`config.mk`:
```
export PLATFORM = sky130hd
export DESIGN_NAME = modem_baud
export DESIGN_NICKNAME = d
export VERILOG_FILES = /design/src/include/modem_baud_pkg.sv /design/src/rtl/modem_baud.sv
export SDC_FILE = /design/constraint.sdc
export NUM_CORES = 1
export LEC_CHECK = 0
export BUFFER_PORTS_ARGS = -buffer_cell sky130_fd_sc_hd__buf_2
export CORE_MARGIN = 2
export CORE_UTILIZATION = 35
export DETAILED_ROUTE_END_ITERATION = 10
export HOLD_SLACK_MARGIN = 0.15
export PLACE_DENSITY = 0.61
export SYNTH_ARGS = -nofsm -noshare
export SYNTH_HDL_FRONTEND = slang
export SYNTH_SLANG_ARGS = --single-unit
```
`constraint.sdc`:
```
create_clock -name ref_clk_in -period 2.35 [get_ports ref_clk_in]
set_input_delay 0 -clock ref_clk_in [delete_from_list [all_inputs] [get_ports ref_clk_in]]
set_output_delay 0 -clock ref_clk_in [all_outputs]
set_load 0.005 [all_outputs]
```
`src/include/modem_baud_pkg.sv`:
```
// Purpose: constants shared by the modem-control and baud-generator block
// Assumes: 32-bit AHB-Lite register port, one register per aligned word
// Notes: all offsets are byte addresses within the slave's window
package modem_baud_pkg;
    // ****************************************
    // register byte offsets
    // ****************************************
    localparam logic [7:0] OFS_MODEM_CONTROL = 8'h00;
    localparam logic [7:0] OFS_MODEM_STATUS = 8'h04;
    localparam logic [7:0] OFS_BAUD_DIVISOR_LOW = 8'h08;
    localparam logic [7:0] OFS_BAUD_DIVISOR_HIGH = 8'h0c;
    localparam logic [7:0] OFS_LINE_CONTROL = 8'h10;
    localparam logic [7:0] OFS_INTERRUPT_ENABLE = 8'h14;

    // ****************************************
    // field positions
    // ****************************************
    localparam int MCR_TERMINAL_READY = 0;
    localparam int MCR_REQUEST_TO_SEND = 1;
    localparam int MCR_USER_A = 2;
    localparam int MCR_USER_B = 3;
    localparam int MCR_LOOPBACK = 4;
    localparam int LCR_DIVISOR_ACCESS = 7;
    localparam int IER_RX = 0;
    localparam int IER_TX = 1;
    localparam int IER_MODEM = 3;
    // modem input order inside the 4-bit vectors: cts, dsr, ri, dcd
    localparam int IN_CTS = 0;
    localparam int IN_DSR = 1;
    localparam int IN_RI = 2;
    localparam int IN_DCD = 3;
    localparam int IN_SIN = 4;

    // ****************************************
    // reset values
    // ****************************************
    localparam logic [4:0] MODEM_CONTROL_RST = 5'h00;
    localparam logic [3:0] INTERRUPT_ENABLE_RST = 4'h0;
    localparam logic [7:0] DIVISOR_RST = 8'h00;
    localparam logic [4:0] PIN_IDLE = 5'h1f;
endpackage

```
`src/rtl/modem_baud.sv`:
```
// Purpose: modem control/status, local loopback and 16x baud generator
// Assumes: single AHB-Lite master, word transfers only, one clock
// Notes: reads take one wait state so a preceding write is always seen
`timescale 1ns/100ps

module modem_baud (
    input wire logic ref_clk_in,
    input wire logic rst_n_in,
    input wire logic hsel_in,
    input wire logic [7:0] haddr_in,
    input wire logic [1:0] htrans_in,
    input wire logic hwrite_in,
    input wire logic [2:0] hsize_in,
    input wire logic [31:0] hwdata_in,
    input wire logic hready_in,
    output logic [31:0] hrdata_out,
    output logic hreadyout_out,
    output logic hresp_out,
    input wire logic clear_to_send_n_in,
    input wire logic set_ready_n_in,
    input wire logic ring_n_in,
    input wire logic carrier_detect_n_in,
    output logic terminal_ready_n_out,
    output logic request_to_send_n_out,
    output logic user_output_a_n_out,
    output logic user_output_b_n_out,
    input wire logic serial_input_in,
    output logic serial_output_out,
    input wire logic tx_shift_in,
    output logic receive_shift_register_in_out,
    input wire logic rx_irq_src_in,
    input wire logic tx_irq_src_in,
    output logic rx_irq_out,
    output logic tx_irq_out,
    output logic modem_irq_out,
    output logic baud_tick_out,
    output logic loopback_out
);
    // ****************************************
    // state
    // ****************************************
    typedef struct packed {
        logic [4:0] modem_control;
        logic [3:0] interrupt_enable_register;
        logic dab;
        logic [7:0] div_lo;
        logic [7:0] div_hi;
        logic [15:0] cnt;
        logic tick;
        logic [4:0] s1;
        logic [4:0] s2;
        logic [4:0] s3;
        logic [4:0] filt;
        logic [3:0] act_prev;
        logic [3:0] delta;
        logic wr_pend;
        logic rd_wait;
        logic [7:0] addr;
        logic [31:0] rdata;
        logic rx_bit;
        logic tx_bit;
    } state_t;

    state_t st_r;
    state_t st_nxt;

    // word-aligned address match inside the window
    function automatic logic hit(input logic [7:0] a, input logic [7:0] ofs);
        hit = (a[7:2] == ofs[7:2]);
    endfunction

    logic addr_phase;
    logic loop;
    logic [3:0] act;
    logic [3:0] chg;
    logic [15:0] divisor;
    logic rd_status;

    assign loop = st_r.modem_control[modem_baud_pkg::MCR_LOOPBACK];
    assign divisor = {st_r.div_hi, st_r.div_lo};
    assign addr_phase = hsel_in & hready_in & htrans_in[1];
    assign rd_status = st_r.rd_wait & hit(st_r.addr, modem_baud_pkg::OFS_MODEM_STATUS);

    // active-high view of the modem inputs, or the looped control bits
    always_comb begin
        if (loop) begin
            act[modem_baud_pkg::IN_CTS] = st_r.modem_control[modem_baud_pkg::MCR_REQUEST_TO_SEND];
            act[modem_baud_pkg::IN_DSR] = st_r.modem_control[modem_baud_pkg::MCR_TERMINAL_READY];
            act[modem_baud_pkg::IN_RI] = st_r.modem_control[modem_baud_pkg::MCR_USER_A];
            act[modem_baud_pkg::IN_DCD] = st_r.modem_control[modem_baud_pkg::MCR_USER_B];
        end else begin
            act = ~st_r.filt[3:0];
        end
        chg[modem_baud_pkg::IN_CTS] = act[0] ^ st_r.act_prev[0];
        chg[modem_baud_pkg::IN_DSR] = act[1] ^ st_r.act_prev[1];
        // pin going low to high is the active level falling
        chg[modem_baud_pkg::IN_RI] = st_r.act_prev[2] & ~act[2];
        chg[modem_baud_pkg::IN_DCD] = act[3] ^ st_r.act_prev[3];
    end

    // ****************************************
    // next state
    // ****************************************
    always_comb begin
        st_nxt = st_r;
        st_nxt.tick = 1'b0;

        // three-stage synchronisers; the level moves once stages 2 and 3 agree
        st_nxt.s1 = {serial_input_in, carrier_detect_n_in, ring_n_in,
                     set_ready_n_in, clear_to_send_n_in};
        st_nxt.s2 = st_r.s1;
        st_nxt.s3 = st_r.s2;
        for (int i = 0; i < 5; i++) begin
            if (st_r.s2[i] == st_r.s3[i]) begin
                st_nxt.filt[i] = st_r.s3[i];
            end
        end

        // change flags: a new change wins over a clearing read
        st_nxt.act_prev = act;
        st_nxt.delta = (rd_status ? 4'h0 : st_r.delta) | chg;

        // serial path; the transmitter's own bit loops back to the receiver
        st_nxt.tx_bit = loop ? 1'b1 : tx_shift_in;
        st_nxt.rx_bit = loop ? tx_shift_in : st_r.filt[modem_baud_pkg::IN_SIN];

        // baud counter: a zero divisor holds the generator still
        if (divisor != 16'h0000) begin
            if (st_r.cnt <= 16'h0001) begin
                st_nxt.tick = 1'b1;
                st_nxt.cnt = divisor;
            end else begin
                st_nxt.cnt = st_r.cnt - 16'h0001;
            end
        end else begin
            st_nxt.cnt = 16'h0000;
        end

        // write data phase
        st_nxt.wr_pend = 1'b0;
        if (st_r.wr_pend) begin
            if (hit(st_r.addr, modem_baud_pkg::OFS_MODEM_CONTROL)) begin
                st_nxt.modem_control = hwdata_in[4:0];
            end
            if (hit(st_r.addr, modem_baud_pkg::OFS_LINE_CONTROL)) begin
                st_nxt.dab = hwdata_in[modem_baud_pkg::LCR_DIVISOR_ACCESS];
            end
            if (hit(st_r.addr, modem_baud_pkg::OFS_INTERRUPT_ENABLE) && !st_r.dab) begin
                st_nxt.interrupt_enable_register = hwdata_in[3:0];
            end
            if (st_r.dab && hit(st_r.addr, modem_baud_pkg::OFS_BAUD_DIVISOR_LOW)) begin
                st_nxt.div_lo = hwdata_in[7:0];
                // reload at once so the old count does not delay the new rate
                st_nxt.cnt = {st_r.div_hi, hwdata_in[7:0]};
                st_nxt.tick = 1'b0;
            end
            if (st_r.dab && hit(st_r.addr, modem_baud_pkg::OFS_BAUD_DIVISOR_HIGH)) begin
                st_nxt.div_hi = hwdata_in[7:0];
                st_nxt.cnt = {hwdata_in[7:0], st_r.div_lo};
                st_nxt.tick = 1'b0;
            end
        end

        // read data: formed one cycle after the address phase
        st_nxt.rd_wait = 1'b0;
        if (st_r.rd_wait) begin
            st_nxt.rdata = 32'h0000_0000;
            if (hit(st_r.addr, modem_baud_pkg::OFS_MODEM_CONTROL)) begin
                st_nxt.rdata = {27'h0, st_r.modem_control};
            end
            if (hit(st_r.addr, modem_baud_pkg::OFS_MODEM_STATUS)) begin
                st_nxt.rdata = {24'h0, act, st_r.delta};
            end
            if (st_r.dab && hit(st_r.addr, modem_baud_pkg::OFS_BAUD_DIVISOR_LOW)) begin
                st_nxt.rdata = {24'h0, st_r.div_lo};
            end
            if (st_r.dab && hit(st_r.addr, modem_baud_pkg::OFS_BAUD_DIVISOR_HIGH)) begin
                st_nxt.rdata = {24'h0, st_r.div_hi};
            end
            if (hit(st_r.addr, modem_baud_pkg::OFS_LINE_CONTROL)) begin
                st_nxt.rdata = {24'h0, st_r.dab, 7'h00};
            end
            if (!st_r.dab && hit(st_r.addr, modem_baud_pkg::OFS_INTERRUPT_ENABLE)) begin
                st_nxt.rdata = {28'h0, st_r.interrupt_enable_register};
            end
        end

        // address phase
        if (addr_phase) begin
            st_nxt.addr = haddr_in;
            st_nxt.wr_pend = hwrite_in;
            st_nxt.rd_wait = ~hwrite_in;
        end
    end

    // ****************************************
    // registers
    // ****************************************
    always_ff @(posedge ref_clk_in) begin
        if (!rst_n_in) begin
            st_r <= '0;
            st_r.modem_control <= modem_baud_pkg::MODEM_CONTROL_RST;
            st_r.interrupt_enable_register <= modem_baud_pkg::INTERRUPT_ENABLE_RST;
            st_r.div_lo <= modem_baud_pkg::DIVISOR_RST;
            st_r.div_hi <= modem_baud_pkg::DIVISOR_RST;
            st_r.s1 <= modem_baud_pkg::PIN_IDLE;
            st_r.s2 <= modem_baud_pkg::PIN_IDLE;
            st_r.s3 <= modem_baud_pkg::PIN_IDLE;
            st_r.filt <= modem_baud_pkg::PIN_IDLE;
            st_r.rx_bit <= 1'b1;
            st_r.tx_bit <= 1'b1;
        end else begin
            st_r <= st_nxt;
        end
    end

    // ****************************************
    // outputs
    // ****************************************
    assign hrdata_out = st_r.rdata;
    assign hreadyout_out = ~st_r.rd_wait;
    assign hresp_out = 1'b0;

    // pins go inactive high in loopback; the bits still feed the status
    assign terminal_ready_n_out = ~st_r.modem_control[modem_baud_pkg::MCR_TERMINAL_READY] | loop;
    assign request_to_send_n_out = ~st_r.modem_control[modem_baud_pkg::MCR_REQUEST_TO_SEND] | loop;
    assign user_output_a_n_out = ~st_r.modem_control[modem_baud_pkg::MCR_USER_A] | loop;
    assign user_output_b_n_out = ~st_r.modem_control[modem_baud_pkg::MCR_USER_B] | loop;

    assign serial_output_out = st_r.tx_bit;
    assign receive_shift_register_in_out = st_r.rx_bit;
    assign loopback_out = loop;
    assign baud_tick_out = st_r.tick;

    // interrupt sources stay live in loopback, always behind their enables
    assign rx_irq_out = rx_irq_src_in & st_r.interrupt_enable_register[modem_baud_pkg::IER_RX];
    assign tx_irq_out = tx_irq_src_in & st_r.interrupt_enable_register[modem_baud_pkg::IER_TX];
    assign modem_irq_out = (|st_r.delta) & st_r.interrupt_enable_register[modem_baud_pkg::IER_MODEM];
endmodule
```
==> run metrics, run 1 <==
status finished clean; IO Pins 103; Sequential Area 1782 um^2; first-pass GRT wire length 16.90 mm; Critical Path End Type flop; antenna-violating nets left 0; Critical Path RT 2620 ps; Post-Syn Instances 464; clk_skew 3.971 ps; Max Used Layer met4; Clock transition at path regs 60 ps; actual slew at the worst max-slew pin 610.1 ps; drt first pass iters 4; CTS Buf Count 9; port buffer count 47; vias in the first global route 3373; Ant. Diodes 0; initial antenna violation count 0; XOR/XNOR Fraction of Synth Area 3.339%; GPL Wtd Cong 0.8510; Tmin final 2143 ps; Syn Area/Cell 9.044 um^2; CP max-delay cell a2111oi_4; largest family of logic cells by synthesized area simple AND/OR/NAND/NOR gates; layout cell share with drive strength beyond 1 17.44%; hpwl dp 7.380 mm; Die W 113.5 um; via count 3463; area occupied by multi-input gates 2135 um^2; Starting Density 36.29%; clock tree buffer depth 2; most area-hungry cell type in the Yosys netlist dfxtp_1; Slew Limit Fails 0; async set-or-reset flop fraction in the synthesized netlist 0%; Peak Freq 0.4666 GHz; Setup-failing EPs final 0; R2R Setup Slk 210 ps; Synth Area in Compound Gates 15.89%; Vias per Instance 5.078; post-synthesis mux area share 7.156%; PwrDens 625.9 nW/um^2; r2r endpoint st_r[75]; Leak 2.053 nW; final setup TNS 0 ps; Post-Synth Adder-Cell Area 0.5963%; nets 595; Synth area leaders dfxtp_1, mux2i_1, buf_4; ys flop type dfxtp_1; crit path cell chain nor4_4 > nand4b_2 > a2111oi_4 > buf_4 > o21ai_1 > o211ai_1; hold endpoint st_r[42]; Routed WL per cell 15.18 um; 1st-iter DRT viols 228; worst reg2reg path depth 6; Hold Crit Start hready_in; Fillers 1093; relative slew slack 59.32%; met2 WL 4.844 mm; area grow syn2layout 19.98%; GR Util All Layers 16.74%; count leader, synth dfxtp_1; simple logic cell fraction of the synthesized area 21.65%; Post-synth EDFFs 0; Die ar. 12880 um^2; row count 39; H-tree Lvls 3; Data arrival, critical path 2410 ps; Ys Warns 0; DR WL met3 400 um; critical path launch point type flop; max cap viols 0; post-synthesis cell area 4197 um^2; routed length on met1 4.918 mm; Tcrit/Tclk final 91.21%; Crit Path Category reg2reg; largest net degree at the start of global routing 34; Commonest cells post-synth dfxtp_1, nor2_1, nand2_1; Max IR drop VDD 0.5243 mV; #FFs+latches synth 89; register area share after synthesis 42.46%; Residual DRC 0; RSZ-0062 raised after global routing false; clock sinks 89; die height 113.5 um; worst skew pair latency 340 ps; core area 11560 um^2; CP max stage delay 620 ps; Distinct cells, synth 57; final core utilization 43.54%; top-area cell type share of the netlist area 42.46%; final WL 10.35 mm; Tightest Hold Check Type in2reg; Hold Fails Final Rpt 0; gr ovfl total 0; TritonCTS clock tree done; worst reg2reg path startpoint st_r[77]; hold depth 3; clock root cell clkbuf_16; crit path max fanout 8
[state kept, by name, summed over array words and instances (netlist names)]
| signal | flops |
|---|---|
| baud_tick_out | 1 |
| loopback_out | 1 |
| serial_output_out | 1 |
| st_r | 51 |
| divisor | 16 |
| receive_shift_register_in_out | 1 |
| hrdata_out | 8 |
| st_nxt | 10 |
[cells in the final DEF (no fill, tap or decap), types with 3 or more instances in the layout]
cell and n:
nand2b_1 21, and2_1 4, o21ai_0 14, o21ai_1 14
nor3_1 5, nand2_1 37, mux2i_1 30, a21oi_1 21
nand3_1 11, nand3b_1 5, or3_1 6, a31oi_1 4
dlygate4sd3_1 27, conb_1 25, nor4_1 8, dfxtp_1 89
buf_4 14, nor3_2 3, inv_1 7, nor2_1 52
xnor2_1 7, xor2_1 9, a22o_1 4, buf_2 47
clkbuf_16 9, o21a_1 4, o221ai_1 7, o211ai_1 13
[metrics by stage]
stage | std cells | hold slack (ps) | total power [mW] | worst slack (ps) | instance area (um^2)
detailed placement | 640 | 185.5 | 1.715 | 206.0 | 4469
global placement | 640 | 181.6 | 1.712 | 210.7 | 4469
floorplan | 488 | 73.04 | 1.685 | 477.5 | 4287
CTS | 682 | 170.5 | 3.173 | 189.9 | 5035
finish | 682 | 170.2 | 3.151 | 206.6 | 5035
global route | 682 | 212.1 | 3.259 | 44.68 | 5035
[worst max-delay path: cells and delay by family, from the launching register on]
kind,cells,cell delay (ps)
compound gates,3,790
simple gates,2,660
flops,1,350
buf+inv,1,260
[layout make-up]
class / instances / area share (%)
Multi-Input combinational cell: 338 / 42.40
Clock inverter: 5 / 1.118
Inverter: 9 / 0.6710
Sequential cell: 89 / 35.39
Tap cell: 143 / 3.554
Timing Repair Buffer: 88 / 12.13
Clock buffer: 10 / 4.747
[what timing repair did]
action / CTS / global route
hold buffers: 27 / 0
resized for setup: 0 / 0
hold endpoints to repair: 72 / 0
setup endpoints to repair: 0 / 1
setup buffers: 0 / 0
[power breakdown]
group / switching, mW / internal (mW)
combinational: 0.0960 / 0.0794
sequential: 0.0119 / 1.53
clock: 0.592 / 0.845
total: 0.700 / 2.45
[how the worst max path moves through the flow]
| stage | depth (start not counted) | startpoint | end |
|---|---|---|---|
| 5_1_grt | 6 | st_r[77] | st_r[81] |
| 4_1_cts | 6 | st_r[77] | st_r[74] |
| 3_5_place_dp | 6 | st_r[77] | st_r[75] |
| 2_1_floorplan | 7 | st_r[41] | hrdata_out[7] |
| 3_3_place_gp | 5 | st_r[41] | hrdata_out[7] |
| 6_report | 6 | st_r[77] | st_r[75] |
[cell families after synthesis]
kind of cell	count (synthesis)
AND/OR/NAND/NOR	168
AO/OA/AOI/OAI	97
flip-flops	89
buffers and inverters	61
multiplexers	30
XOR/XNOR	16
adder cells (fa/ha/maj)	2
other	1
[layer usage]
metal / GRT usage (%) / vias to the layer above
met3: 4.198 / 13
met1: 21.56 / 1638
met2: 27.31 / 94
li1: - / 1718
met4: 6.098 / 0
met5: 0 / -
Note: power is estimated with default switching activity, not from simulation.
==> run 2: changes to the inputs <==
- CAP_MARGIN: not set -> 10
- RECOVER_POWER: not set -> 25
==> run 2 against run 1 <==
- sequential power barely moved
- non-clock buffer count did not move
- hold slack improved by 1.3 ps
- critical path depth did not move
- combinational power barely moved
- wire length barely moved
- clock power barely moved
- fmax did not move
- clock-buffer cell count did not move
- cell count did not move
==> run metrics, run 2 (synthesis gave the netlist of run 1 again) <==
GPL Wtd Cong 0.8510 (unchanged); antenna-violating nets left 0 (unchanged); worst hold margin 171.5 ps (+1.320 ps); final setup TNS 0 ps (unchanged); area occupied by multi-input gates 2135 um^2 (unchanged); Starting Density 36.29% (unchanged); Crit Path Category reg2reg; Sequential Area 1782 um^2 (unchanged); final core utilization 43.44% (-0.097 points); worst skew pair latency 340 ps (about the same); Setup WS post-layout 206.6 ps (+0.001000 ps); gr ovfl total 0 (unchanged); IO Pins 103 (unchanged); RSZ-0062 raised after global routing false; crit path max fanout 8 (unchanged); nets 595 (unchanged); status finished clean; placed instance count 640 (unchanged); port buffer count 47 (unchanged); relative slew slack 12.24% (-47 points); Clock transition at path regs 60 ps (about the same); drt first pass iters 4 (unchanged); number of setup buffers added after CTS 0 (unchanged); clk_skew 3.960 ps (-0.01054 ps); hold depth 3 (unchanged); Reg with most FFs st_r; Die W 113.5 um (unchanged); Residual DRC 0 (unchanged); 1st-iter DRT viols 226 (-0.88%); TritonCTS clock tree done; layout cell share with drive strength beyond 1 16.14% (-1.3 points); hpwl dp 7.380 mm (unchanged); clock root cell clkbuf_16; initial antenna violation count 0 (unchanged); Max IR drop VDD 0.5235 mV (-0.15%); commonest non-fill, non-tap cells in the layout dfxtp_1, nor2_1, buf_2; critical path launch point type flop; Leak 2.025 nW (-1.3%); largest net degree at the start of global routing 34 (unchanged); total power 3.149 mW (about the same); H-tree Lvls 3 (unchanged); max cap viols 0 (unchanged); Die ar. 12880 um^2 (unchanged); GR Util All Layers 16.74% (unchanged); post-cts sizing count 0 (unchanged); worst reg2reg path depth 6 (unchanged); Critical Path RT 2610 ps (about the same); Routed WL per cell 15.17 um (about the same); placed cell area 4469 um^2 (unchanged); actual slew at the worst max-slew pin 1316 ps (+706.3 ps); die height 113.5 um (unchanged); Critical Path End Type flop; area grow syn2layout 19.71%; Slew Limit Fails 0 (unchanged); post-layout instance count excluding filler cells 682 (unchanged); row count 39 (unchanged); Tightest Hold Check Type in2reg; CTS Buf Count 9 (unchanged); max FFs per register 51 (unchanged); via count 3466 (+0.087%); Vias per Instance 5.082 (about the same); vias in the first global route 3373 (unchanged); commonest non-fill, non-tap cell in the layout dfxtp_1; Setup-failing EPs final 0 (unchanged); Peak Freq 0.4666 GHz (unchanged); clock sinks 89 (unchanged); Tcrit/Tclk final 91.21% (about the same); final WL 10.35 mm (about the same); final instance area 5024 um^2 (-0.22%); Ant. Diodes 0 (unchanged); first-pass GRT wire length 16.90 mm (unchanged); worst slack, placed 206.0 ps (unchanged); Hold Fails Final Rpt 0 (unchanged); PwrDens 626.8 nW/um^2 (+0.15%); clock tree buffer depth 2 (unchanged); Fillers 1097 (+0.37%); core area 11560 um^2 (unchanged); Tmin final 2143 ps (-0.001000 ps); Data arrival, critical path 2410 ps (about the same)
-- run 2: changes by cell type in the layout (fill, tap and decap cells not counted) --
cell,before,now
buf_4,14,13
clkbuf_1,0,7
buf_2,47,41
-- run 2: report_power, final --
group	internal (mW)	leakage (nW)	total (mW)	switching, mW
Combinational	0.0784	1.16	0.175	0.0961
Clock	0.845	0.144	1.43	0.590
Sequential	1.53	0.721	1.54	0.0120
Total	2.45	2.03	3.15	0.698
-- run 2: area by class of cell --
cell class              count  share of cell area [%]
multi-input cells         338                   42.49
clock buffers              10                   4.757
flip-flops and latches     89                   35.47
inverters                   9                  0.6725
well taps                 143                   3.562
repair buffers             88                   11.93
clock inverters             5                   1.121
-- run 2: repair_timing --
action / CTS / global route
hold buffers: 27 / 0
setup endpoints to repair: 0 / 1
endpoints found under the hold margin: 72 / 0
-- run 2: worst max-delay path, stage by stage, from the launching register on --
cell	delay (ps)
dfxtp_1	350
nor4_4	400
nand4b_2	260
a2111oi_4	620
buf_4	260
o21ai_1	70
o211ai_1	100
-- run 2: metal layers --
metal	track usage (%)	part of all wire (%)	up-vias
met1	21.56	48	1642
met2	27.31	47	93
met5	0	0	-
met4	6.098	1.8	0
li1	-	-	1718
met3	4.198	3.8	13
-- run 2: final timing paths --
path                                  from  slack, ps         end
worst max-delay path              st_r[77]        210    st_r[75]
worst min-delay path             hready_in        170    st_r[42]
worst max register to register    st_r[77]        210    st_r[75]
worst min register to register  st_nxt[63]        410  st_nxt[58]
==> run 3: changes to the inputs <==
- clock period: 2.35 -> 2.6 ns (I/O delays scaled with it)
==> run 3 against run 2 <==
- hold slack better by 12 ps
- via count is 0.38% higher
- clock power is 13% lower
- critical path depth stayed put
- sequential share of layout area is 0.29 points higher
- die area stayed put
- cell area is 0.82% lower
- sequential power is 9.7% lower
- largest power group unchanged
==> run metrics, run 3 (synthesis gave the netlist of run 1 again) <==
CP max-delay cell nor4_2; 1st-iter DRT viols 213 (-5.8%); post-cts sizing count 0 (unchanged); core area 11560 um^2 (unchanged); Tcrit/Tclk final 87.59% (-3.6 points); area grow syn2layout 18.72%; Max IR drop VDD 0.4397 mV (-16%); drt first pass iters 5 (+1); antenna-violating nets left 0 (unchanged); CTS Buf Count 9 (unchanged); H-tree Lvls 3 (unchanged); final core utilization 43.08% (-0.36 points); Starting Density 36.29% (unchanged); row count 39 (unchanged); max cap viols 0 (unchanged); vias in the first global route 3343 (-0.89%); placed instance count 635 (-0.78%); crit path cell chain nor4_2 > nand3_2 > nor3_2 > buf_4 > o21ai_1 > o211ai_1; hpwl dp 7.241 mm (-1.9%); CP max stage delay 560 ps (-60 ps); Ant. Diodes 0 (unchanged); Leak 2.002 nW (-1.2%); Vias per Instance 5.131 (+0.97%); worst skew pair latency 340 ps (about the same); initial antenna violation count 0 (unchanged); relative slew slack 12.57% (+0.33 points); status finished clean; die height 113.5 um (unchanged); area occupied by multi-input gates 2135 um^2 (unchanged); nets 590 (-0.84%); post-layout instance count excluding filler cells 678 (-0.59%); Peak Freq 0.4391 GHz (-5.9%); Tmin final 2277 ps (+134.1 ps); Comb pwr share 5.4% (about the same); Reg with most FFs st_r; commonest non-fill, non-tap cells in the layout dfxtp_1, nor2_1, buf_2; via count 3479 (+0.38%); crit path max fanout 10 (+2); Tightest Hold Check Type in2reg; Sw Share 22.74% (+0.57 points); final WL 9.999 mm (-3.3%); Critical Path End Type flop; port buffer count 47 (unchanged); GPL Wtd Cong 0.8451 (-0.69%); Hold Fails Final Rpt 0 (unchanged); TritonCTS clock tree done; Fillers 1143 (+4.2%); Flop pwr share 50.0% (+1.1 points); clock tree buffer depth 2 (unchanged); clk_skew 4.015 ps (+0.05456 ps); RSZ-0062 raised after global routing false; IO Pins 103 (unchanged); first-pass GRT wire length 16.46 mm (-2.6%); Setup-failing EPs final 0 (unchanged); actual slew at the worst max-slew pin 1311 ps (-4.947 ps); Internal 2.153 mW (-12%); critical path launch point type flop; Die ar. 12880 um^2 (unchanged); max FFs per register 51 (unchanged); Routed WL per cell 14.75 um (-2.8%); Clock transition at path regs 60 ps (about the same); number of setup buffers added after CTS 0 (unchanged); Die W 113.5 um (unchanged); Data arrival, critical path 2540 ps (+130 ps); Slew Limit Fails 0 (unchanged); final setup TNS 0 ps (unchanged); Crit Path Category reg2reg; gr ovfl total 0 (unchanged); clock root cell clkbuf_16; Residual DRC 0 (unchanged); PwrDens 559.4 nW/um^2 (-11%); Critical Path RT 2860 ps (+250 ps); GR Util All Layers 16.14% (-0.60 points); worst slack, placed 377.6 ps (+171.5 ps); commonest non-fill, non-tap cell in the layout dfxtp_1; Switch Pwr 633.8 uW (-9.2%); largest net degree at the start of global routing 33 (-2.9%); Setup WS post-layout 322.6 ps (+115.9 ps); clock sinks 89 (unchanged); Sequential Area 1782 um^2 (unchanged); layout cell share with drive strength beyond 1 15.51% (-0.63 points); cts hold-fix bufs 27 (unchanged); worst hold margin 183.8 ps (+12.27 ps); clock power share 44.6% (-1.0 points)
## run 3: per-stage QoR
| step | power, mW | area (um^2) |
|---|---|---|
| floorplan | 1.523 | 4287 |
| global placement | 1.544 | 4432 |
| detailed placement | 1.546 | 4432 |
| CTS | 2.817 | 4992 |
| global route | 2.892 | 4982 |
| finish | 2.787 | 4982 |
## run 3: metal layers
| layer | global-route usage [%] | part of all wire [%] | up-vias |
|---|---|---|---|
| met5 | 0 | 0 | - |
| met4 | 5.041 | 1.8 | 0 |
| met3 | 4.463 | 5.7 | 12 |
| met2 | 26.35 | 47 | 111 |
| met1 | 20.84 | 46 | 1639 |
| li1 | - | - | 1717 |
## run 3: worst max-delay path: cells and delay by family (launching register included)
family | cells | cell delay (ps)
AOI/OAI and AO/OA | 2 | 190
buffers and inverters | 1 | 260
DFF | 1 | 330
and+or+nand+nor | 3 | 1410
## run 3: path summary, 6_finish.rpt
kind,cells past startpoint,startpoint,slack (ps),end
worst min register to register,1,st_nxt[64],410,st_nxt[59]
worst max register to register,6,st_r[41],320,st_r[84]
worst max-delay path,6,st_r[41],320,st_r[84]
worst min-delay path,3,hready_in,180,st_r[43]
## run 3: cell type report
type,instances,share of cell area (%)
Clock buffer,11,5.073
Clock inverter,5,0.7534
Inverter,9,0.6781
Multi-Input combinational cell,338,42.84
Sequential cell,89,35.76
Tap cell,143,3.591
Timing Repair Buffer,83,11.30
## run 3: power groups by stage
stage | logic, mW | registers, mW | clock network (mW)
6_report | 0.151 | 1.39 | 1.24
5_1_grt | 0.168 | 1.40 | 1.33
4_1_cts | 0.153 | 1.39 | 1.27
3_5_place_dp | 0.122 | 1.42 | 0
3_3_place_gp | 0.120 | 1.42 | 0
2_1_floorplan | 0.104 | 1.42 | 0
